`src/dsp_status_pkg.sv`:
```
package dsp_status_pkg;
	// Register selects on the data memory data bus.
	localparam logic [2:0] SEL_ARITH = 3'h0;
	localparam logic [2:0] SEL_STACK = 3'h1;
	localparam logic [2:0] SEL_MODE = 3'h2;
	localparam logic [2:0] SEL_CONFIG = 3'h3;
	localparam logic [2:0] SEL_MASK = 3'h4;
	localparam logic [2:0] SEL_SETCLR = 3'h5;
	// Arithmetic flag positions.
	localparam int F_ZERO = 0;
	localparam int F_NEG = 1;
	localparam int F_OVF = 2;
	localparam int F_CARRY = 3;
	localparam int F_XSIGN = 4;
	localparam int F_QUOT = 5;
	localparam int F_MACOVF = 6;
	localparam int F_SHSIGN = 7;
	// Mode flag positions.
	localparam int M_BANK = 0;
	localparam int M_MIRROR = 1;
	localparam int M_LATCH = 2;
	localparam int M_SAT = 3;
	localparam int M_PLACE = 4;
	localparam int M_TIMER = 5;
	localparam int M_GO = 6;
	// ALU operation kinds.
	localparam logic [1:0] ALU_PLAIN = 2'h0;
	localparam logic [1:0] ALU_MAG = 2'h1;
	localparam logic [1:0] ALU_DIV = 2'h2;
	localparam logic [1:0] ALU_XFER = 2'h3;
	// Condition vector positions.
	localparam int C_EQ = 0;
	localparam int C_NE = 1;
	localparam int C_LT = 2;
	localparam int C_GE = 3;
	localparam int C_LE = 4;
	localparam int C_GT = 5;
	localparam int C_CARRY = 6;
	localparam int C_NCARRY = 7;
	localparam int C_OVF = 8;
	localparam int C_NOVF = 9;
	localparam int C_MACOVF = 10;
	localparam int C_NMACOVF = 11;
	localparam int C_NEG = 12;
	localparam int C_POS = 13;
	localparam int C_NCE = 14;
	localparam int C_TRUE = 15;
	// Reset values and saturation limits.
	localparam logic [7:0] ARITH_RST = 8'h00;
	localparam logic [6:0] MODE_RST = 7'h00;
	localparam logic [9:0] MASK_RST = 10'h000;
	localparam logic [4:0] CONFIG_RST = 5'h00;
	localparam logic [15:0] SAT_POS = 16'h7fff;
	localparam logic [15:0] SAT_NEG = 16'h8000;
endpackage : dsp_status_pkg

```
`src/dsp_status_mode_condition.sv`:
```
`timescale 1ns/1ns
// How it works
// - Every status and mode register is bus readable and writable; stack flags read-only, set/clear write-only.
// - Interrupt entry pushes arith, mode and mask flags; return pops them.
// - Arithmetic flags are eight bits, condition flags active high.
// - New status lands at cycle end; conditions see it next cycle.
// - Bus writes to data unit registers never touch arithmetic flags.
// - Transfer op sets zero and negative from operand and clears carry.
// - Zero, negative, overflow, carry skip divides; sign on magnitude; quotient on divides.
// - MAC overflow skips clamp; shifter sign only on block scale detect.
// - Stack flags are eight active-high bits covering four stacks.
// - Empty flag set while pops reach or exceed pushes.
// - Overflow sets beyond depth; newest pushes are dropped.
// - Overflow flag is sticky until processor reset.
// - Mode flags change by set and clear instructions or register move.
// - Mirror mode reverses first address generator output bits.
// - Bank select picks primary at zero, secondary at one.
// - Latch mode keeps overflow set until a zero is written.
// - Saturation mode clamps overflowing result to 0x7fff or 0x8000.
// - Timer enable bit starts and stops the timer.
// - Go mode lets core run internally during bus grant.
// - Sixteen conditions from arithmetic flags and the loop counter.
// - Less-than is negative xor overflow; less-or-equal adds zero.
// - Jumps and calls may test the last flag input sample.
module dsp_status_mode_condition #(
	parameter int STAT_DEPTH = 10,
	parameter int PC_DEPTH = 16,
	parameter int CNT_DEPTH = 4,
	parameter int LOOP_DEPTH = 4,
	parameter int ADDR_W = 14
) (
	input wire logic clock,
	input wire logic rst_b,
	input wire logic [2:0] reg_sel,
	input wire logic reg_wr,
	input wire logic reg_rd,
	input wire logic [15:0] data_memory_data_bus,
	output logic [15:0] reg_rdata,
	input wire logic alu_valid,
	input wire logic [1:0] alu_kind,
	input wire logic [5:0] alu_status,
	input wire logic [15:0] alu_raw_result,
	input wire logic mac_valid,
	input wire logic mac_result_clamp,
	input wire logic mac_ovf,
	input wire logic shifter_block_scale_detect,
	input wire logic shifter_sign,
	input wire logic [2:0] stack_push,
	input wire logic [2:0] stack_pop,
	input wire logic irq_enter,
	input wire logic [9:0] irq_entry_mask,
	input wire logic interrupt_return,
	input wire logic mode_set_instr,
	input wire logic mode_clear_instr,
	input wire logic [6:0] mode_bits,
	input wire logic counter_expired,
	input wire logic flag_input_pin,
	input wire logic [ADDR_W-1:0] address_generator_one,
	output logic [ADDR_W-1:0] dm_address,
	output logic [15:0] alu_result_reg,
	output logic [15:0] conditions,
	output logic [1:0] flag_conditions,
	output logic [7:0] arith_flags,
	output logic [6:0] mode_flags,
	output logic [9:0] interrupt_enable_mask,
	output logic [4:0] interrupt_config,
	output logic [15:0] interrupt_set_clear,
	output logic set_clear_strobe,
	output logic alternate_bank_select,
	output logic timer_run,
	output logic go_mode
);
	localparam int ENT_W = 25;

	typedef struct packed {
		logic [7:0] arith;
		logic [6:0] mode;
		logic [9:0] mask;
		logic [4:0] cfg;
		logic [3:0][5:0] cnt;
		logic [3:0] ovf;
		logic [STAT_DEPTH-1:0][ENT_W-1:0] stk;
		logic [15:0] rd;
		logic [15:0] setclr;
		logic setclr_v;
		logic [15:0] cond;
		logic [1:0] fcond;
		logic [ADDR_W-1:0] addr;
		logic [15:0] result;
	} state_t;

	state_t s_q;
	state_t s_d;

	function automatic logic [ADDR_W-1:0] mirror(input logic [ADDR_W-1:0] a);
		logic [ADDR_W-1:0] r;
		r = '0;
		for (int k = 0; k < ADDR_W; k++) begin
			r[k] = a[ADDR_W-1-k];
		end
		return r;
	endfunction : mirror

	function automatic logic [5:0] depth_of(input int i);
		unique case (i)
			0: return 6'(PC_DEPTH);
			1: return 6'(CNT_DEPTH);
			2: return 6'(STAT_DEPTH);
			default: return 6'(LOOP_DEPTH);
		endcase
	endfunction : depth_of

	function automatic logic [7:0] stack_word(input state_t s);
		logic [7:0] w;
		w = '0;
		for (int i = 0; i < 4; i++) begin
			w[2*i] = (s.cnt[i] == 6'h00);
			w[2*i+1] = s.ovf[i];
		end
		return w;
	endfunction : stack_word

	logic [3:0] push;
	logic [3:0] pop;
	assign push = {stack_push[2], irq_enter, stack_push[1:0]};
	assign pop = {stack_pop[2], interrupt_return, stack_pop[1:0]};

	always_comb begin
		logic sx;
		logic [ENT_W-1:0] top;
		logic [7:0] f;
		sx = 1'b0;
		top = '0;
		f = '0;
		s_d = s_q;
		s_d.setclr_v = 1'b0;
		// Only operation strobes, bus writes to the flags register and interrupt returns reach the flags; data register loads have no path here.
		if (alu_valid) begin
			if (alu_kind != dsp_status_pkg::ALU_DIV) begin
				s_d.arith[dsp_status_pkg::F_ZERO] = alu_status[dsp_status_pkg::F_ZERO];
				s_d.arith[dsp_status_pkg::F_NEG] = alu_status[dsp_status_pkg::F_NEG];
				s_d.arith[dsp_status_pkg::F_CARRY] = (alu_kind == dsp_status_pkg::ALU_XFER)
					? 1'b0 : alu_status[dsp_status_pkg::F_CARRY];
				s_d.arith[dsp_status_pkg::F_OVF] = (s_q.mode[dsp_status_pkg::M_LATCH]
					& s_q.arith[dsp_status_pkg::F_OVF])
					| alu_status[dsp_status_pkg::F_OVF];
				// A wrapped result has the wrong sign, so its msb tells which rail to use.
				if (s_q.mode[dsp_status_pkg::M_SAT] && alu_status[dsp_status_pkg::F_OVF]) begin
					s_d.result = alu_raw_result[15] ? dsp_status_pkg::SAT_POS
						: dsp_status_pkg::SAT_NEG;
				end else begin
					s_d.result = alu_raw_result;
				end
			end
			if (alu_kind == dsp_status_pkg::ALU_MAG) begin
				s_d.arith[dsp_status_pkg::F_XSIGN] = alu_status[dsp_status_pkg::F_XSIGN];
			end
			if (alu_kind == dsp_status_pkg::ALU_DIV) begin
				s_d.arith[dsp_status_pkg::F_QUOT] = alu_status[dsp_status_pkg::F_QUOT];
			end
		end
		if (mac_valid && !mac_result_clamp) begin
			s_d.arith[dsp_status_pkg::F_MACOVF] = mac_ovf;
		end
		if (shifter_block_scale_detect) begin
			s_d.arith[dsp_status_pkg::F_SHSIGN] = shifter_sign;
		end
		if (reg_wr) begin
			unique case (reg_sel)
				dsp_status_pkg::SEL_ARITH: s_d.arith = data_memory_data_bus[7:0];
				dsp_status_pkg::SEL_MODE: s_d.mode = data_memory_data_bus[6:0];
				dsp_status_pkg::SEL_CONFIG: s_d.cfg = data_memory_data_bus[4:0];
				dsp_status_pkg::SEL_MASK: s_d.mask = data_memory_data_bus[9:0];
				dsp_status_pkg::SEL_SETCLR: begin
					s_d.setclr = data_memory_data_bus;
					s_d.setclr_v = 1'b1;
				end
				default: begin
				end
			endcase
		end
		if (mode_set_instr) begin
			s_d.mode = s_d.mode | mode_bits;
		end
		if (mode_clear_instr) begin
			s_d.mode = s_d.mode & ~mode_bits;
		end
		if (irq_enter && s_q.cnt[2] < 6'(STAT_DEPTH)) begin
			s_d.stk[s_q.cnt[2][3:0]] = {s_q.arith, s_q.mode, s_q.mask};
		end
		if (irq_enter) begin
			s_d.mask = irq_entry_mask;
		end
		if (interrupt_return && s_q.cnt[2] != 6'h00 && s_q.cnt[2] <= 6'(STAT_DEPTH)) begin
			top = s_q.stk[4'(s_q.cnt[2] - 6'h01)];
			{s_d.arith, s_d.mode, s_d.mask} = top;
		end
		for (int i = 0; i < 4; i++) begin
			if (push[i] && !pop[i] && s_q.cnt[i] != 6'h3f) begin
				s_d.cnt[i] = s_q.cnt[i] + 6'h01;
				if (s_q.cnt[i] >= depth_of(i)) begin
					s_d.ovf[i] = 1'b1;
				end
			end else if (pop[i] && !push[i] && s_q.cnt[i] != 6'h00) begin
				s_d.cnt[i] = s_q.cnt[i] - 6'h01;
			end
		end
		if (reg_rd) begin
			unique case (reg_sel)
				dsp_status_pkg::SEL_ARITH: s_d.rd = {8'h00, s_q.arith};
				dsp_status_pkg::SEL_STACK: s_d.rd = {8'h00, stack_word(s_q)};
				dsp_status_pkg::SEL_MODE: s_d.rd = {9'h000, s_q.mode};
				dsp_status_pkg::SEL_CONFIG: s_d.rd = {11'h000, s_q.cfg};
				dsp_status_pkg::SEL_MASK: s_d.rd = {6'h00, s_q.mask};
				default: s_d.rd = 16'h0000;
			endcase
		end
		// Conditions decode the next flags value so they update on the same edge as the flags register.
		f = s_d.arith;
		sx = f[dsp_status_pkg::F_NEG] ^ f[dsp_status_pkg::F_OVF];
		s_d.cond[dsp_status_pkg::C_EQ] = f[dsp_status_pkg::F_ZERO];
		s_d.cond[dsp_status_pkg::C_NE] = ~f[dsp_status_pkg::F_ZERO];
		s_d.cond[dsp_status_pkg::C_LT] = sx;
		s_d.cond[dsp_status_pkg::C_GE] = ~sx;
		s_d.cond[dsp_status_pkg::C_LE] = sx | f[dsp_status_pkg::F_ZERO];
		s_d.cond[dsp_status_pkg::C_GT] = ~(sx | f[dsp_status_pkg::F_ZERO]);
		s_d.cond[dsp_status_pkg::C_CARRY] = f[dsp_status_pkg::F_CARRY];
		s_d.cond[dsp_status_pkg::C_NCARRY] = ~f[dsp_status_pkg::F_CARRY];
		s_d.cond[dsp_status_pkg::C_OVF] = f[dsp_status_pkg::F_OVF];
		s_d.cond[dsp_status_pkg::C_NOVF] = ~f[dsp_status_pkg::F_OVF];
		s_d.cond[dsp_status_pkg::C_MACOVF] = f[dsp_status_pkg::F_MACOVF];
		s_d.cond[dsp_status_pkg::C_NMACOVF] = ~f[dsp_status_pkg::F_MACOVF];
		s_d.cond[dsp_status_pkg::C_NEG] = f[dsp_status_pkg::F_XSIGN];
		s_d.cond[dsp_status_pkg::C_POS] = ~f[dsp_status_pkg::F_XSIGN];
		s_d.cond[dsp_status_pkg::C_NCE] = ~counter_expired;
		s_d.cond[dsp_status_pkg::C_TRUE] = 1'b1;
		s_d.fcond = {~flag_input_pin, flag_input_pin};
		s_d.addr = s_q.mode[dsp_status_pkg::M_MIRROR] ? mirror(address_generator_one)
			: address_generator_one;
	end

	always_ff @(posedge clock or negedge rst_b) begin
		if (!rst_b) begin
			s_q <= '0;
			s_q.arith <= dsp_status_pkg::ARITH_RST;
			s_q.mode <= dsp_status_pkg::MODE_RST;
			s_q.mask <= dsp_status_pkg::MASK_RST;
			s_q.cfg <= dsp_status_pkg::CONFIG_RST;
			s_q.ovf <= 4'h0;
		end else begin
			s_q <= s_d;
		end
	end

	assign reg_rdata = s_q.rd;
	assign dm_address = s_q.addr;
	assign alu_result_reg = s_q.result;
	assign conditions = s_q.cond;
	assign flag_conditions = s_q.fcond;
	assign arith_flags = s_q.arith;
	assign mode_flags = s_q.mode;
	assign interrupt_enable_mask = s_q.mask;
	assign interrupt_config = s_q.cfg;
	assign interrupt_set_clear = s_q.setclr;
	assign set_clear_strobe = s_q.setclr_v;
	assign alternate_bank_select = s_q.mode[dsp_status_pkg::M_BANK];
	assign timer_run = s_q.mode[dsp_status_pkg::M_TIMER];
	assign go_mode = s_q.mode[dsp_status_pkg::M_GO];
endmodule : dsp_status_mode_condition

```
`config.mk`:
```
export PLATFORM = sky130hd
export DESIGN_NAME = dsp_status_mode_condition
export DESIGN_NICKNAME = d
export VERILOG_FILES = /design/src/dsp_status_pkg.sv /design/src/dsp_status_mode_condition.sv
export SDC_FILE = /design/constraint.sdc
export NUM_CORES = 1
export LEC_CHECK = 0
export ABC_CLOCK_PERIOD_IN_PS = 4500
export BUFFER_PORTS_ARGS = -buffer_cell sky130_fd_sc_hd__buf_2
export CAP_MARGIN = 10
export CORE_UTILIZATION = 35
export CTS_CLUSTER_DIAMETER = 30
export DETAILED_ROUTE_END_ITERATION = 12
export SYNTH_ARGS = -nofsm -noshare
export SYNTH_HDL_FRONTEND = slang
export SYNTH_SLANG_ARGS = --single-unit
```
`constraint.sdc`:
```
create_clock -name clock -period 4.5 [get_ports clock]
set_input_delay 0 -clock clock [delete_from_list [all_inputs] [get_ports clock]]
set_output_delay 0 -clock clock [all_outputs]
set_load 0.01 [all_outputs]
```
# Word-level counts from Yosys, hierarchy flattened
# Index checks and enable logic that the tools add are counted.
classes:
  muxes: 39
  n_addsub: 8
  n_eq_ne: 13
  bitwise_logic: 16
  order_cmp: 9
  n_reduce_logical: 54
ops:
  columns: ["operator", "n"]
  rows:
  - ["$bwmux 250", 1]
  - ["$bmux 25 s4", 1]
  - ["$demux 25 s4", 1]
  - ["$mux 6", 13]
  - ["$mux 25", 3]
  - ["$pmux 10 s5", 1]
  - ["$mux 16", 2]
  - ["$mux 30", 1]
  - ["$add 6x1->6 const B", 4]
  - ["$ge 6x6->1", 4]
  - ["$logic_not 6->1", 4]
  - ["$ne 6x6->1 const B", 4]
  - ["$reduce_bool 6->1", 4]
  - ["$sub 6x1->6 const B", 4]
  - ["$logic_and 1x1->1", 22]
  - ["$mux 7", 3]
  - ["$mux 10", 2]
  - ["$reduce_and 2->1", 8]
  - ["$mux 14", 1]
  - ["$lt 4x5->1 const B", 2]
  - ["$logic_not 1->1", 9]
  - ["$not 1->1", 9]
  - ["$mux 8", 1]
  - ["$reduce_bool 2->1", 4]
  - ["20 further kinds", 31]
totals:
  inputBits: 96
  elab_cells: 168
  out_inout_bits: 114
  register_bits: 389

# Longest topological paths before layout
logic_depth:
  word_depth: 14
  ltp_mapped: 13
  mapped_depth_nobuf: 10

# Worst setup path before layout
# No wires, ideal clock.
synth_timing:
  path_type: "register to register"
  start: "reg s_q[347] in the netlist's numbering"
  end: "reg s_q (netlist bit arith_flags[5])"
  arrival_ns: 2.858
  path_slack_ns: 1.509
  path_buffers: 6
  path_stages_with_launch: 14
  required_time_ns: 4.367
  synth_period_minus_slack_ns: 2.991
  setup_ns: 0.133
  cell_sequence: "dfrtp_1 -> buf_2 -> buf_4 -> buf_2 -> inv_1 -> ha_1 -> buf_2 -> buf_2 -> clkbuf_1 -> mux4_2 -> mux2i_1 -> o22ai_1 -> nand2_1 -> o21ai_0"
synth_lines:
  columns: ["item", "line", "text"]
  rows:
  - ["from (decl)", "dsp_status_mode_condition.sv:92", "state_t s_q;"]

==> results.sh <==
export IMPL_gp_congestion=0.8822
export IMPL_synthCells=1436
export IMPL_htree_levels=3
export IMPL_ys_top_cells_by_area="dfrtp_1 51%, mux2_2 18%, mux4_2 6.2%"
export IMPL_drt_iter0_drc=645
export IMPL_critical_path_peak_fanout=20
export IMPL_num_vias=12150
export IMPL_cts_tree="done"
export IMPL_pre_cts_ws_ps=1396
export IMPL_die_h_um=231.9
export IMPL_start_util=0.3576
export IMPL_largest_register_ffs=278
export IMPL_drt_first_pass_iters=5
export IMPL_drc=0
export IMPL_worstSetupPathType="flop to flop"
export IMPL_grt_max_degree=142
export IMPL_setup_tns_ps=0
export IMPL_drtAntennaViolNets=0
export IMPL_seqCellArea_mm2=0.009463
export IMPL_end_kind="flop"
export IMPL_first_global_vias=12995
export IMPL_leakagePower_nw=10.83
export IMPL_ys_async_sr_fraction=1.000
export IMPL_max_cap_violations=0
export IMPL_cts_buffers=72
export IMPL_hold_viol=0
export IMPL_synth_top_flop_cell="dfrtp_1"
export IMPL_grt_pass1_wl_um=76120
export IMPL_synth_edf_count=0
export IMPL_wl_per_cell_um=20.89
export IMPL_wl_um=49400
export IMPL_worst_slew_pin_slew_ps=1174
export IMPL_timing_fmax_ghz=0.3168
export IMPL_regMostFlops="s_q"
export IMPL_syn_avg_cell_area_um2=12.88
export IMPL_skew_ps=19.41
export IMPL_r2r_cells=7
export IMPL_power_frac_seq=0.356
export IMPL_min_to="s_q[335]"
export IMPL_clockBufferDepth=3
export IMPL_synthesis_area_mm2=0.01849
export IMPL_swShare=0.3310
export IMPL_post_route_period_util=0.7015
export IMPL_period_needed_ps=3157
export IMPL_arrival_ps=3610
export IMPL_hpwl_um=30920
export IMPL_rsz0062_at_grt="no"
export IMPL_post_cts_buffers=0
export IMPL_hold_depth=4
export IMPL_rrSetupSlack_ps=1340
export IMPL_via_per_inst=5.137
export IMPL_n_fill_cell=4587
export IMPL_cts_resized=0
export IMPL_min_path_type="input port to flop"
export IMPL_rows=83
export IMPL_switching_power_mw=5.336
export IMPL_power_density_mw_per_mm2=705.3
export IMPL_final_net_count=1741
export IMPL_final_setup_viol_count=0
export IMPL_critPathRequiredTime_ps=4960
export IMPL_overflow=0
export IMPL_yosysTopAreaCellShare=0.5115
export IMPL_drv_slew=0
export IMPL_timing_slew_headroom=0.2172
export IMPL_multi_input_area_mm2=0.007754
export IMPL_ir_drop_mv=0.3500
export IMPL_grt_util_all_layers=0.1858
export IMPL_synth_warnings=0
export IMPL_chipWidth_um=231.9
export IMPL_seq_area_frac_synth=0.5115
export IMPL_r2r_end="conditions[4]"
export IMPL_core_mm2=0.05172
export IMPL_antenna_found_initial=1
export IMPL_cts_clk_slew_worst_paths_ps=50
export IMPL_dieArea_mm2=0.05376
export IMPL_r2r_start="s_q[347]"
export IMPL_ys_ff_latch=378
export IMPL_root_buffer="clkbuf_16"
export IMPL_syn2layout_area_growth_pct=23.59
export IMPL_io_pins=210
export IMPL_clkLatencyLatePin_ps=580
export IMPL_portBuffers=203
export IMPL_drive_gt1_frac=0.4163
export IMPL_combinationalPowerShare=0.308
export IMPL_yosys_area_top_type="dfrtp_1"
export IMPL_worst_slack_ps=1343
export IMPL_clkPwrFrac=0.336
export IMPL_cts_sinks=378
export IMPL_holdCritStartpoint="stack_push[0]"
export IMPL_outcome="finished clean"
export IMPL_internal_power_mw=10.79
export IMPL_yosys_cell_types_count=61
export IMPL_cp_start_kind="flop"
-- worst max-delay path, stage by stage (launching register included) --
cell and delay, ps:
dfrtp_4 640, inv_1 210, ha_1 350, and3_1 230
o21ai_2 860, o22ai_2 180, xnor2_1 240, a221o_1 320
-- timing repair --
action / 4_1_cts / 5_1_grt
hold endpoints to repair: 217 / 0
hold buffers: 101 / 0
endpoints found under the setup margin: 0 / 0
-- through the flow --
step | instance area (um^2) | hold WS, ps | power (mW) | std cells | utilization
5_1_grt | 22850 | 65.29 | 16.97 | 2364 | 0.4419
6_report | 22860 | 42.36 | 16.12 | 2365 | 0.4420
3_5_place_dp | 19330 | -2.940 | 10.61 | 2130 | 0.3738
3_3_place_gp | 19330 | -8.300 | 10.44 | 2130 | 0.3738
2_1_floorplan | 18510 | -295.6 | 9.301 | 1441 | -
4_1_cts | 22850 | 21.61 | 16.23 | 2364 | 0.4419
-- layout make-up --
type                            instances  share of cell area
Multi-Input combinational cell        829              0.3392
Inverter                               26            0.004270
Sequential cell                       378              0.4140
Timing Repair Buffer                  318             0.09612
Tap cell                              680             0.03722
Clock inverter                         38             0.02113
Clock buffer                           95             0.08791
Antenna cell                            1           0.0001095
-- cells in the mapped netlist (4+ instances only) --
library cell and instances:
xor2_1 9, a221oi_1 8, nand2_1 69, mux2i_1 87, a21o_1 15, nand4_1 5
mux4_2 51, nor2_1 45, clkbuf_1 66, o21ai_0 57, ha_1 17, o21bai_1 5
nand3b_1 5, and3_1 4, buf_1 4, a22oi_1 4, a21oi_1 52, buf_2 25
mux2_2 290, nand3_1 10, o22ai_1 24, xnor2_1 13, dfrtp_1 378, buf_4 113
inv_1 26
-- worst max path at each step --
stage | startpoint | end | slack (ps) | depth (start not counted)
3_3_place_gp | s_q[347] | conditions[4] | 1460 | 7
3_5_place_dp | s_q[347] | conditions[4] | 1400 | 7
2_1_floorplan | s_q[347] | arith_flags[5] | 1510 | 13
4_1_cts | s_q[347] | conditions[4] | 1380 | 7
5_1_grt | s_q[347] | conditions[5] | 1220 | 7
6_report | s_q[347] | conditions[4] | 1340 | 7
-- power by group through the flow --
stage	clock network (mW)	registers [mW]	logic, mW
after floorplan	0	5.12	4.18
after global placement	0	5.70	4.74
after detailed placement	0	5.77	4.84
after CTS	5.52	5.73	4.98
after global routing	5.69	5.91	5.36
final	5.42	5.74	4.96
-- kinds of logic (layout without fill, tap and decap cells) --
kind of cell / Yosys count / after routing / share of synthesized area
compound gates: 186 / 186 / 0.06136
xor+xnor: 24 / 24 / 0.01340
fa+ha+maj: 20 / 20 / 0.01475
buf+inv: 234 / 477 / 0.07212
flops: 378 / 378 / 0.5115
mux: 428 / 428 / 0.2858
other cells: 2 / 8 / 0.0004061
simple gates: 164 / 164 / 0.04073
-- per-layer routing --
metal / global-route usage / wire length (um)
met1: 0.2317 / 20920
met2: 0.3145 / 24410
met3: 0.03671 / 2705
met4: 0.07442 / 1356
met5: 0 / 14
-- layout by cell type, fill, tap and decap left out, types with 5 or more instances in the layout --
cell type,Yosys,final
mux2i_1,87,87
o22ai_1,24,24
nand2_2,0,8
buf_2,25,202
ha_1,17,16
xor2_1,9,9
o21bai_1,5,5
buf_4,113,11
xnor2_1,13,13
bufinv_16,0,8
clkinv_4,0,6
a21o_1,15,15
clkbuf_8,0,10
dfrtp_1,378,377
dlygate4sd3_1,0,100
nand4_1,5,5
clkinvlp_4,0,7
nand2_1,69,61
conb_1,2,7
a221oi_1,8,8
clkinv_2,0,10
clkbuf_1,66,12
mux2_2,290,290
mux4_2,51,51
clkbuf_16,0,73
nand3b_1,5,5
inv_1,26,26
nand3_1,10,10
o21ai_0,57,57
nor2_1,45,45
a21oi_1,52,52
Power figures use the tool's default switching activity.
